$ cat src/logic/cscr_pkg.sv
// Package for the CPU core register block: APB map, flag layout, commands, types.
// Assumes one clock domain and 32-bit APB data with byte addresses.
package cscr_pkg;

    // APB byte offsets, one word per register
    localparam logic [7:0] ADDR_ACC = 8'h00;
    localparam logic [7:0] ADDR_PCL = 8'h04;
    localparam logic [7:0] ADDR_LOOKUP_PTR_LOW = 8'h08;
    localparam logic [7:0] ADDR_LOOKUP_PTR_HIGH = 8'h0c;
    localparam logic [7:0] ADDR_LOOKUP_RESULT_HIGH = 8'h10;
    localparam logic [7:0] ADDR_FLAG = 8'h14;
    localparam logic [7:0] ADDR_OPD = 8'h18;
    localparam logic [7:0] ADDR_CMD = 8'h1c;

    // Flag register bit positions
    localparam int FLG_ARITH_OUT = 0;
    localparam int FLG_HALF_NIBBLE = 1;
    localparam int FLG_RESULT_NULL = 2;
    localparam int FLG_SIGNED_WRAP = 3;
    localparam int FLG_SLEEP_ENTRY = 4;
    localparam int FLG_DOG_EXPIRY = 5;
    localparam int FLG_COMBINED_NULL = 6;
    localparam int FLG_SIGN_RESULT = 7;
    localparam logic [7:0] FLAG_RO_MASK = 8'h30;
    localparam logic [7:0] FLAG_RESET = 8'h00;

    // Command register fields
    localparam int CMD_DEST_BIT = 4;
    localparam logic [3:0] CMD_ADD = 4'h0;
    localparam logic [3:0] CMD_ADC = 4'h1;
    localparam logic [3:0] CMD_SUB = 4'h2;
    localparam logic [3:0] CMD_SBC = 4'h3;
    localparam logic [3:0] CMD_AND = 4'h4;
    localparam logic [3:0] CMD_OR = 4'h5;
    localparam logic [3:0] CMD_XOR = 4'h6;
    localparam logic [3:0] CMD_RLC = 4'h7;
    localparam logic [3:0] CMD_RRC = 4'h8;
    localparam logic [3:0] CMD_INC = 4'h9;
    localparam logic [3:0] CMD_DEC = 4'ha;
    localparam logic [3:0] CMD_MOV_TO_ACC = 4'hb;
    localparam logic [3:0] CMD_MOV_FROM_ACC = 4'hc;
    localparam logic [3:0] CMD_TABLE_READ = 4'hd;
    localparam logic [3:0] CMD_DOG_KICK = 4'he;
    localparam logic [3:0] CMD_SLEEP = 4'hf;

    localparam int PMEM_W = 16;

    typedef enum logic [1:0] {SEQ_IDLE, SEQ_BUBBLE, SEQ_FETCH, SEQ_LOAD} cscr_seq_type;

    typedef struct packed {
        logic [7:0] res;
        logic [7:0] flags;
    } cscr_alu_out_type;

    typedef struct packed {
        cscr_seq_type seq;
        logic [7:0] acc;
        logic [7:0] prog_counter_low;
        logic [7:0] lookup_ptr_low;
        logic [7:0] lookup_ptr_high;
        logic [7:0] lookup_result_high;
        logic [7:0] flags;
        logic [7:0] opd;
        logic tbl_dest;
        logic pready;
        logic pslverr;
        logic [31:0] prdata;
        logic [PMEM_W-1:0] pmem_addr;
        logic pmem_req;
        logic pc_jump;
        logic bubble;
        logic dog_kick;
        logic sleep_req;
    } cscr_state_type;

endpackage : cscr_pkg

$ cat src/logic/cscr_alu.sv
// Combinational 8-bit ALU with flag generation for the core register block.
// Assumes operands and old flags come from registers in the same clock domain.
module cscr_alu
(
    input wire logic [3:0] op,
    input wire logic [7:0] a,
    input wire logic [7:0] b,
    input wire logic [7:0] flags_in,
    output cscr_pkg::cscr_alu_out_type result
);
    import cscr_pkg::*;

    logic [7:0] bx;
    logic cin;
    logic arith;
    logic [8:0] sum;
    logic [4:0] low_sum;
    logic [7:0] sum7;
    logic wrap;

    always_comb
    begin
        bx = b;
        cin = 1'b0;
        arith = 1'b1;
        case (op)
            CMD_ADC: cin = flags_in[FLG_ARITH_OUT];
            CMD_SUB:
            begin
                bx = ~b;
                cin = 1'b1;
            end
            CMD_SBC:
            begin
                bx = ~b;
                cin = flags_in[FLG_ARITH_OUT];
            end
            CMD_ADD: arith = 1'b1;
            default: arith = 1'b0;
        endcase
        sum = {1'b0, a} + {1'b0, bx} + {8'h00, cin};
        low_sum = {1'b0, a[3:0]} + {1'b0, bx[3:0]} + {4'h0, cin};
        sum7 = {1'b0, a[6:0]} + {1'b0, bx[6:0]} + {7'h00, cin};
        // Carry into the top bit against carry out of it
        wrap = sum7[7] ^ sum[8];
        result.flags = flags_in;
        result.res = sum[7:0];
        if (arith)
        begin
            result.flags[FLG_ARITH_OUT] = sum[8];
            result.flags[FLG_HALF_NIBBLE] = low_sum[4];
            result.flags[FLG_SIGNED_WRAP] = wrap;
            result.flags[FLG_SIGN_RESULT] = wrap ^ sum[7];
        end
        case (op)
            CMD_AND: result.res = a & b;
            CMD_OR: result.res = a | b;
            CMD_XOR: result.res = a ^ b;
            CMD_RLC: result.res = {b[6:0], flags_in[FLG_ARITH_OUT]};
            CMD_RRC: result.res = {flags_in[FLG_ARITH_OUT], b[7:1]};
            CMD_INC: result.res = b + 8'h01;
            CMD_DEC: result.res = b - 8'h01;
            default: result.res = sum[7:0];
        endcase
        if (op == CMD_RLC)
        begin
            result.flags[FLG_ARITH_OUT] = b[7];
        end
        else if (op == CMD_RRC)
        begin
            result.flags[FLG_ARITH_OUT] = b[0];
        end
        else
        begin
            result.flags[FLG_RESULT_NULL] = (result.res == 8'h00);
        end
        // Only subtract forms define the combined null flag
        if (op == CMD_SUB)
        begin
            result.flags[FLG_COMBINED_NULL] = (result.res == 8'h00);
        end
        else if (op == CMD_SBC)
        begin
            result.flags[FLG_COMBINED_NULL] = (result.res == 8'h00) &
                flags_in[FLG_RESULT_NULL];
        end
    end

endmodule : cscr_alu

$ cat src/logic/cscr_core_regs.sv
// Core special registers of an 8-bit CPU: working register, program counter low
// byte, lookup pointers and result, flag register; all reached over APB.
// Assumes program memory answers one cycle after pmem_req and a watchdog and
// sleep controller on pclk that use dog_timeout, dog_kick and sleep_req.
//
// The register addresses and the APB interface to the registers were chosen for this implementation.

//Contract
//- ALU results always land in working register
//- Writing program counter low jumps within page
//- One dummy cycle after program counter change
//- Table read fetches pointer address, splits bytes
//- Flag register layout, eight named bits
//- Flag writes keep expiry and sleep bits
//- Sleep flag: sleep sets, kick clears
//- Carry out, no borrow, rotate through carry
//- Half carry from low nibble
//- Null flag follows zero result
//- Signed wrap: carry in differs carry out
//- Sign flag is wrap xor result top bit
//- Combined null per instruction, else unchanged
//- Flags never pushed on call or interrupt
module cscr_core_regs
#(
    parameter int ADDR_W = 8
)
(
    input wire logic pclk,
    input wire logic presetn,
    input wire logic psel,
    input wire logic penable,
    input wire logic pwrite,
    input wire logic [ADDR_W-1:0] paddr,
    input wire logic [31:0] pwdata,
    output logic [31:0] prdata,
    output logic pready,
    output logic pslverr,
    input wire logic dog_timeout,
    input wire logic [cscr_pkg::PMEM_W-1:0] pmem_rdata,
    output logic [cscr_pkg::PMEM_W-1:0] pmem_addr,
    output logic pmem_req,
    output logic [7:0] pc_low,
    output logic pc_jump,
    output logic fetch_bubble,
    output logic dog_kick,
    output logic sleep_req
);
    import cscr_pkg::*;

    cscr_state_type s_r;
    cscr_state_type s_nxt;
    cscr_alu_out_type alu_out;
    logic [7:0] addr8;
    logic [31:0] rd_val;
    logic hit;
    logic commit;
    logic cmd_commit;
    logic [3:0] cmd_op;

    assign addr8 = paddr[7:0];
    assign cmd_op = pwdata[3:0];
    // Write takes effect at the edge where pready is seen high
    assign commit = psel & penable & pwrite & s_r.pready & (s_r.seq == SEQ_IDLE);
    assign cmd_commit = commit & (addr8 == ADDR_CMD);

    cscr_alu cscr_alu_i
    (
        .op(cmd_op),
        .a(s_r.acc),
        .b(s_r.opd),
        .flags_in(s_r.flags),
        .result(alu_out)
    );

    // Read decode; reserved upper bits read zero
    always_comb
    begin
        hit = 1'b1;
        rd_val = 32'h0000_0000;
        if (addr8 == ADDR_ACC)
        begin
            rd_val[7:0] = s_r.acc;
        end
        else if (addr8 == ADDR_PCL)
        begin
            rd_val[7:0] = s_r.prog_counter_low;
        end
        else if (addr8 == ADDR_LOOKUP_PTR_LOW)
        begin
            rd_val[7:0] = s_r.lookup_ptr_low;
        end
        else if (addr8 == ADDR_LOOKUP_PTR_HIGH)
        begin
            rd_val[7:0] = s_r.lookup_ptr_high;
        end
        else if (addr8 == ADDR_LOOKUP_RESULT_HIGH)
        begin
            rd_val[7:0] = s_r.lookup_result_high;
        end
        else if (addr8 == ADDR_FLAG)
        begin
            rd_val[7:0] = s_r.flags;
        end
        else if (addr8 == ADDR_OPD)
        begin
            rd_val[7:0] = s_r.opd;
        end
        else if (addr8 == ADDR_CMD)
        begin
            rd_val = 32'h0000_0000;
        end
        else
        begin
            hit = 1'b0;
        end
        if (ADDR_W > 8 && paddr[ADDR_W-1:0] != {{(ADDR_W-8){1'b0}}, addr8})
        begin
            hit = 1'b0;
            rd_val = 32'h0000_0000;
        end
    end

    always_comb
    begin
        s_nxt = s_r;
        s_nxt.pc_jump = 1'b0;
        s_nxt.bubble = 1'b0;
        s_nxt.pmem_req = 1'b0;
        s_nxt.dog_kick = 1'b0;
        s_nxt.sleep_req = 1'b0;
        case (s_r.seq)
            SEQ_IDLE:
            begin
                if (psel && penable && !s_r.pready)
                begin
                    s_nxt.pready = 1'b1;
                    s_nxt.prdata = pwrite ? 32'h0000_0000 : rd_val;
                    s_nxt.pslverr = !hit;
                end
                else if (psel && penable && s_r.pready)
                begin
                    s_nxt.pready = 1'b0;
                    s_nxt.pslverr = 1'b0;
                end
            end
            SEQ_BUBBLE:
            begin
                s_nxt.seq = SEQ_IDLE;
            end
            SEQ_FETCH:
            begin
                s_nxt.seq = SEQ_LOAD;
            end
            default:
            begin
                s_nxt.lookup_result_high = pmem_rdata[15:8];
                if (s_r.tbl_dest)
                begin
                    s_nxt.opd = pmem_rdata[7:0];
                end
                else
                begin
                    s_nxt.acc = pmem_rdata[7:0];
                end
                s_nxt.seq = SEQ_IDLE;
            end
        endcase
        if (commit && hit)
        begin
            if (addr8 == ADDR_ACC)
            begin
                s_nxt.acc = pwdata[7:0];
            end
            else if (addr8 == ADDR_PCL)
            begin
                // Low byte only, page bits stay with the fetch unit
                s_nxt.prog_counter_low = pwdata[7:0];
                s_nxt.pc_jump = 1'b1;
                s_nxt.bubble = 1'b1;
                s_nxt.seq = SEQ_BUBBLE;
            end
            else if (addr8 == ADDR_LOOKUP_PTR_LOW)
            begin
                s_nxt.lookup_ptr_low = pwdata[7:0];
            end
            else if (addr8 == ADDR_LOOKUP_PTR_HIGH)
            begin
                s_nxt.lookup_ptr_high = pwdata[7:0];
            end
            else if (addr8 == ADDR_LOOKUP_RESULT_HIGH)
            begin
                s_nxt.lookup_result_high = pwdata[7:0];
            end
            else if (addr8 == ADDR_FLAG)
            begin
                s_nxt.flags = (pwdata[7:0] & ~FLAG_RO_MASK) | (s_r.flags & FLAG_RO_MASK);
            end
            else if (addr8 == ADDR_OPD)
            begin
                s_nxt.opd = pwdata[7:0];
            end
            else
            begin
                case (cmd_op)
                    CMD_MOV_TO_ACC: s_nxt.acc = s_r.opd;
                    CMD_MOV_FROM_ACC: s_nxt.opd = s_r.acc;
                    CMD_TABLE_READ:
                    begin
                        s_nxt.pmem_addr = {s_r.lookup_ptr_high, s_r.lookup_ptr_low};
                        s_nxt.pmem_req = 1'b1;
                        s_nxt.tbl_dest = pwdata[CMD_DEST_BIT];
                        s_nxt.seq = SEQ_FETCH;
                    end
                    CMD_DOG_KICK:
                    begin
                        s_nxt.flags[FLG_DOG_EXPIRY] = 1'b0;
                        s_nxt.flags[FLG_SLEEP_ENTRY] = 1'b0;
                        s_nxt.dog_kick = 1'b1;
                    end
                    CMD_SLEEP:
                    begin
                        s_nxt.flags[FLG_DOG_EXPIRY] = 1'b0;
                        s_nxt.flags[FLG_SLEEP_ENTRY] = 1'b1;
                        s_nxt.sleep_req = 1'b1;
                    end
                    default:
                    begin
                        s_nxt.acc = alu_out.res;
                        s_nxt.flags = alu_out.flags;
                    end
                endcase
            end
        end
        // Timeout wins over a clear in the same cycle
        if (dog_timeout)
        begin
            s_nxt.flags[FLG_DOG_EXPIRY] = 1'b1;
        end
    end

    // Flags live only here; nothing pushes them on call or interrupt
    always_ff @(posedge pclk or negedge presetn)
    begin
        if (!presetn)
        begin
            s_r <= '0;
        end
        else
        begin
            s_r <= s_nxt;
        end
    end

    assign prdata = s_r.prdata;
    assign pready = s_r.pready;
    assign pslverr = s_r.pslverr;
    assign pmem_addr = s_r.pmem_addr;
    assign pmem_req = s_r.pmem_req;
    assign pc_low = s_r.prog_counter_low;
    assign pc_jump = s_r.pc_jump;
    assign fetch_bubble = s_r.bubble;
    assign dog_kick = s_r.dog_kick;
    assign sleep_req = s_r.sleep_req;
endmodule : cscr_core_regs

$ cat config.mk
export PLATFORM = sky130hd
export DESIGN_NAME = cscr_core_regs
export DESIGN_NICKNAME = d
export VERILOG_FILES = /design/src/logic/cscr_pkg.sv /design/src/logic/cscr_alu.sv /design/src/logic/cscr_core_regs.sv
export SDC_FILE = /design/constraint.sdc
export NUM_CORES = 1
export LEC_CHECK = 0
export ABC_AREA = 1
export BUFFER_PORTS_ARGS = -buffer_cell sky130_fd_sc_hd__clkbuf_2
export CAP_MARGIN = 10
export CORE_MARGIN = 2
export CORE_UTILIZATION = 34
export CTS_CLUSTER_DIAMETER = 150
export DETAILED_ROUTE_END_ITERATION = 7
export PLACE_DENSITY = 0.56
export SLEW_MARGIN = 0
export SYNTH_ARGS = -nofsm -noshare
export SYNTH_HDL_FRONTEND = slang
export SYNTH_SLANG_ARGS = --single-unit
export TNS_END_PERCENT = 1
$ cat constraint.sdc
create_clock -name pclk -period 5.8 [get_ports pclk]
set_clock_uncertainty 0.1 [all_clocks]
set_input_delay 1.74 -clock pclk [delete_from_list [all_inputs] [get_ports pclk]]
set_output_delay 1.74 -clock pclk [all_outputs]
set_load 0.02 [all_outputs]
Word level (Yosys, flattened, before mapping)

Index checks and enable logic that the tools add are counted.

Register bits: 114
Input port bits: 62
Output and inout port bits: 63
Word-level logic and storage cells: 206

Add/sub/neg operators: 8
Equal/unequal tests: 34
Multiplexer cells: 87
Bitwise gates (word level): 19
Reduce and logical (&&, ||, !) cells: 35

Operators by type and width:

| operator             | number |
|---|---|
| $mux W8              | 24 |
| $mux W59             | 1 |
| $pmux W8 S7          | 1 |
| $mux W10             | 5 |
| $mux W49             | 1 |
| $mux W41             | 1 |
| $reduce_and A9 Y1    | 4 |
| $mux W33             | 1 |
| $eq A4 B4 Y1 const B | 8 |
| $eq A8 B5 Y1 const B | 4 |
| $mux W1              | 29 |
| $mux W2              | 14 |
| $mux W25             | 1 |
| $mux W17             | 1 |
| $eq A4 B3 Y1 const B | 4 |
| $eq A8 B4 Y1 const B | 2 |
| $logic_not A8 Y1     | 2 |
| $ne A2 B2 Y1 const B | 8 |
| $pmux W8 S2          | 1 |
| $reduce_and A8 Y1    | 2 |
| $mux W5              | 2 |
| $reduce_and A10 Y1   | 1 |
| $add A8 B8 Y9        | 1 |
| $add A9 B1 Y9        | 1 |
| other kinds (40)     | 64 |

Longest topological paths before layout

Depth after elaboration: 20
Mapped depth: 22

Modules after synthesis

A second synthesis with hierarchy kept.

Cells, all modules: 986
Area total of the unflattened synthesis: 7008.0 um^2

Modules (own cells, without submodules):

| module         | instances | cells an instance | area an instance (um^2) | seq. area each (um^2) |
|---|---|---|---|---|
| cscr_core_regs | 1         | 706               | 5403.9                  | 2227.1 |
| cscr_alu       | 1         | 280               | 1604.0                  | 0.0 |

Worst setup path after synthesis

Ideal clock, no wire load.

Path kind: input to register
From: input port pwdata[2]
To: register s_r[67] (netlist bit)
Data arrival time: 4265 ps
Setup slack: 1309 ps
Cell stages on the path: 21
Buffers on the path: 0
Cell sequence: nor2_1 inv_1 nor2_2 xor2_1 fa_1 fa_1 nand3b_1 nand2_1 nand2_1 nand2_1 nand2_1 nand2_1 nand2_1 nand2_1 nand2_1 nand2_1 nand2_1 nand3_1 o21ai_0 nand2_1 o21ai_0

Word-level cells in the longest chain between the ends: 10
Elaborated cells on any way between the ends: 28

Ends and longest elaborated chain:

| item                                                  | RTL line                       | source |
|---|---|---|
| start, declared                                       | cscr_core_regs.sv:34           | `input wire logic [31:0] pwdata,` |
| $eq A4 B2 Y1                                          | cscr_alu.sv:26                 | `case (op)` |
| $reduce_or A2 Y1 (no line)                            | -                              |  |
| $mux W8                                               | -                              |  |
| $add A8 B8 Y9 / $add A7 B7 Y8 (equally long branches) | cscr_alu.sv:41, cscr_alu.sv:43 |  |
| $add A9 B1 Y9 / $add A8 B1 Y8 (equally long branches) | cscr_alu.sv:41, cscr_alu.sv:43 |  |
| $xor A1 B1 Y1                                         | cscr_alu.sv:45                 | `wrap = sum7[7] ^ sum[8];` |
| $mux W1                                               | cscr_alu.sv:48                 | `if (arith)` |
| $mux W4                                               | cscr_core_regs.sv:204          | `case (cmd_op)` |
| $mux W8                                               | cscr_core_regs.sv:198          | `else if (addr8 == ADDR_OPD)` |
| $mux W8                                               | cscr_core_regs.sv:194          | `else if (addr8 == ADDR_FLAG)` |
| end signal, assigned                                  | cscr_core_regs.sv:250          | `s_r <= s_nxt;` |
| end, declared                                         | cscr_core_regs.sv:50           | `cscr_state_type s_r;` |

Parallel ways exist; a longest one is shown, timed or not. The select of a mux whose other input is x is not followed.
A chain may end at the register's enable or synchronous reset.

Worst setup path in the final report

From: input port pwdata[1]
To: register s_r[67] (netlist bit)

The elaborated chain is that of the path after synthesis.

==> results.md <==
* IO Port Bufs at 76
* Post-CTS Setup Inserts at 0
* Core area at 19300 µm²
* Fraction of registers with async set/reset at 1.00
* Initial Utilization at 0.345
* Worst Path Max Fanout at 10
* Endpoint type of the worst setup path: flip-flop
* Gp weighted congestion at 0.884
* Die Y at 144 µm
* Vias in the first global route at 5699
* Worst Hold Depth at 2
* Register area share after synthesis at 0.334
* I/O pins at 125
* Total power at 1.50 mW
* Power density over the cells at 209 nW/µm²
* Total global routing overflow at 0
* Worst vdd ir at 0.129 mV
* Layout cells sized above 1 at 0.147
* Diode count at 0
* Yosys reg bits at 89
* Top FF cell, synth: dfrtp_1
* Fmax achieved at 0.213 GHz
* Tcrit/Tclk final at 0.810
* Critical path type: input port to flip-flop
* Clk slew on worst S/H paths at 0.07 ns
* Post-synthesis mux area share at 0.0137
* Synth Area in XOR/XNOR at 0.0144
* Final hold vios at 0
* Reg2reg end: s_r[67]$_DFFE_PN0P_
* Rows at 51
* Later-pin clock latency in the skew report at 0.35 ns
* EDFF count, synth at 0
* Hold path startpoint: pmem_addr[3]$_DFFE_PN0P_
* Area growth from synthesis to layout at 7.99%
* Reg2reg setup slack at 2.33 ns
* Slew HR at 0.384
* Synth Area in Simple Gates at 0.271
* # resized after CTS at 0
* H-tree Lvls at 3
* # hold bufs at CTS at 0
* RSZ-0062 raised after global routing: false
* Total Routing Usage GR at 0.208
* DR WL/cell at 17.2 µm
* First-pass GRT wire length at 32400 µm
* Num Clock Sinks at 89
* Cells after Synth at 939
* Residual DRC at 0
* Crit path DAT at 4.88 ns
* Period minus WS final at 4.70 ns
* Largest net degree at the start of global routing at 64
* R2R cell count at 20
* Setup TNS at 0 ns
* Vias per cell at 5.08
* DP Wirelength at 16100 µm
* Top cell type's share of synthesized area at 0.334
* Vias at 6300
* Startpoint types: input port
* Synth Area in Adders at 0.0510
* Max-Cap Viols at 0
* Post-synthesis compound-gate area fraction at 0.173
* Die ar. at 20700 µm²
* Synth area leaders: dfrtp_1, nand2_1, o21ai_0
* Initial DRT Pass Iterations at 5
* Initial DRC Count at 514
* Worst Max-Slew Pin Slew at 0.921 ns
* CTS Root Cell: clkbuf_16
* Max Root-Sink Buffers at 2
* FF-to-FF Start: s_r[56]$_DFF_PN0_
* Largest family of logic cells by synthesized area: simple AND/OR/NAND/NOR gates
* Final setup viols at 0
* Syn avg cell area at 7.10 µm²
* Yosys warnings at 0
* Layout Nets at 1057
* Num CTS Buffers at 9
* Count of cell types in the netlist at 52
* Status: finished clean
* Routed WL at 21400 µm
* Die width at 144 µm
* Post-route ant nets at 0
* CTS tree: done
* Initial antenna violation count at 0
* CP required at 5.98 ns
* Min-delay worst type: flip-flop to flip-flop
* Post-synth top area cell: dfrtp_1
* Leakage at 3.81 nW
* Count of final max-slew check failures at 0
* Hold endpoint: pmem_addr[3]$_DFFE_PN0P_
* Synthesized area at 6670 µm²
-- worst max-delay path: stages --
cell	delay, ns
clkbuf_2	0.22
inv_2	0.21
nand2_1	0.21
o211ai_1	0.17
fa_1	0.47
fa_1	0.43
nand3b_1	0.20
nand2_1	0.20
nand2_1	0.08
nand2_1	0.07
nand2_1	0.07
nand2_1	0.07
nand2_1	0.06
nand2_1	0.10
nand2_1	0.06
nand2_1	0.10
inv_1	0.07
nand3_1	0.06
nand3_1	0.07
o21ai_0	0.08
nand2_1	0.06
o21ai_0	0.06
-- power breakdown --
group          total, mW  switching (mW)  internal, mW  leakage, nW
Sequential         0.659          0.0220         0.636         1.13
Clock              0.555           0.261         0.295        0.132
Combinational      0.288           0.200        0.0882         2.55
Total               1.50           0.482          1.02         3.81
-- cell usage after synthesis (4+ instances only) --
library cell and number:
nand2_1 263, o21ai_0 98, dfrtp_1 89, inv_1 81, buf_4 58, nor2_1 58
nand3_1 55, a21oi_1 42, ha_1 24, inv_2 16, o211ai_1 12, o221ai_1 12
clkbuf_1 11, buf_2 10, nor2_2 10, xor2_1 9, mux2i_1 8, nand2_2 7
nor3_1 7, nor2_4 6, a211oi_1 4, a22oi_1 4, clkinv_1 4, o21ai_1 4
-- cell type report --
cell class	count	area [µm²]
Sequential cell	89	2230
Fill cell	2109	12100
Clock buffer	11	233
Multi-Input combinational cell	688	3580
Tap cell	265	332
Timing Repair Buffer	79	405
Clock inverter	5	41.3
Inverter	102	385
-- worst max path at each step --
stage	from	endpoint	cells past startpoint
floorplan	pwdata[2]	s_r[67]$_DFFE_PN0P_	21
global placement	pwdata[0]	s_r[67]$_DFFE_PN0P_	21
detailed placement	pwdata[0]	s_r[64]$_DFFE_PN0P_	20
CTS	pwdata[0]	s_r[67]$_DFFE_PN0P_	22
global route	pwdata[2]	s_r[70]$_DFFE_PN0P_	20
finish	pwdata[1]	s_r[67]$_DFFE_PN0P_	22
-- placed cells by master, fill, tap and decap left out, types with 6 or more instances in the layout --
cell type	Yosys	layout
inv_2	16	16
o21ai_0	98	98
clkbuf_2	0	75
nor3_1	7	7
nand2_2	7	7
conb_1	1	24
nor2_2	10	10
dfrtp_1	89	89
mux2i_1	8	8
inv_1	81	81
xor2_1	9	9
clkbuf_16	0	9
ha_1	24	24
nor2_1	58	58
o221ai_1	12	12
nand3_1	55	55
o211ai_1	12	12
nand2_1	263	263
nor2_4	6	6
a21oi_1	42	42
-- per-layer routing --
metal,vias to the layer above,share of wire,GRT usage
met1,2971,0.46,0.291
met5,-,0,0
met4,0,0.039,0.0903
met2,222,0.44,0.317
li1,3067,-,-
met3,40,0.056,0.0348
-- logic make-up (layout without fill, tap and decap cells) --
kind of cell | Yosys count | count (layout)
buf+inv | 185 | 197
compound gates | 198 | 198
flops | 89 | 89
simple gates | 420 | 420
mux | 9 | 9
xor+xnor | 11 | 11
other cells | 1 | 24
fa+ha+maj | 26 | 26
-- sequential cells by signal, summed over array words and instances, names as in the netlist, named ones only --
register and flops:
s_r 50, pmem_addr 16, pc_low 8, prdata 8, dog_kick 1, fetch_bubble 1
pmem_req 1, pready 1, pslverr 1, sleep_req 1
-- metrics by stage --
stage	util	std cells	worst slack (ns)	hold slack (ns)	cell area [µm²]
after CTS	0.372	1239	1.20	0.383	7200
after floorplan	-	962	1.31	0.350	6750
after global routing	0.372	1239	0.853	0.398	7200
after detailed placement	0.358	1223	0.852	0.365	6930
final	0.372	1239	1.10	0.375	7200
after global placement	0.358	1223	0.850	0.362	6930
Note: power is estimated with default switching activity, not from simulation.
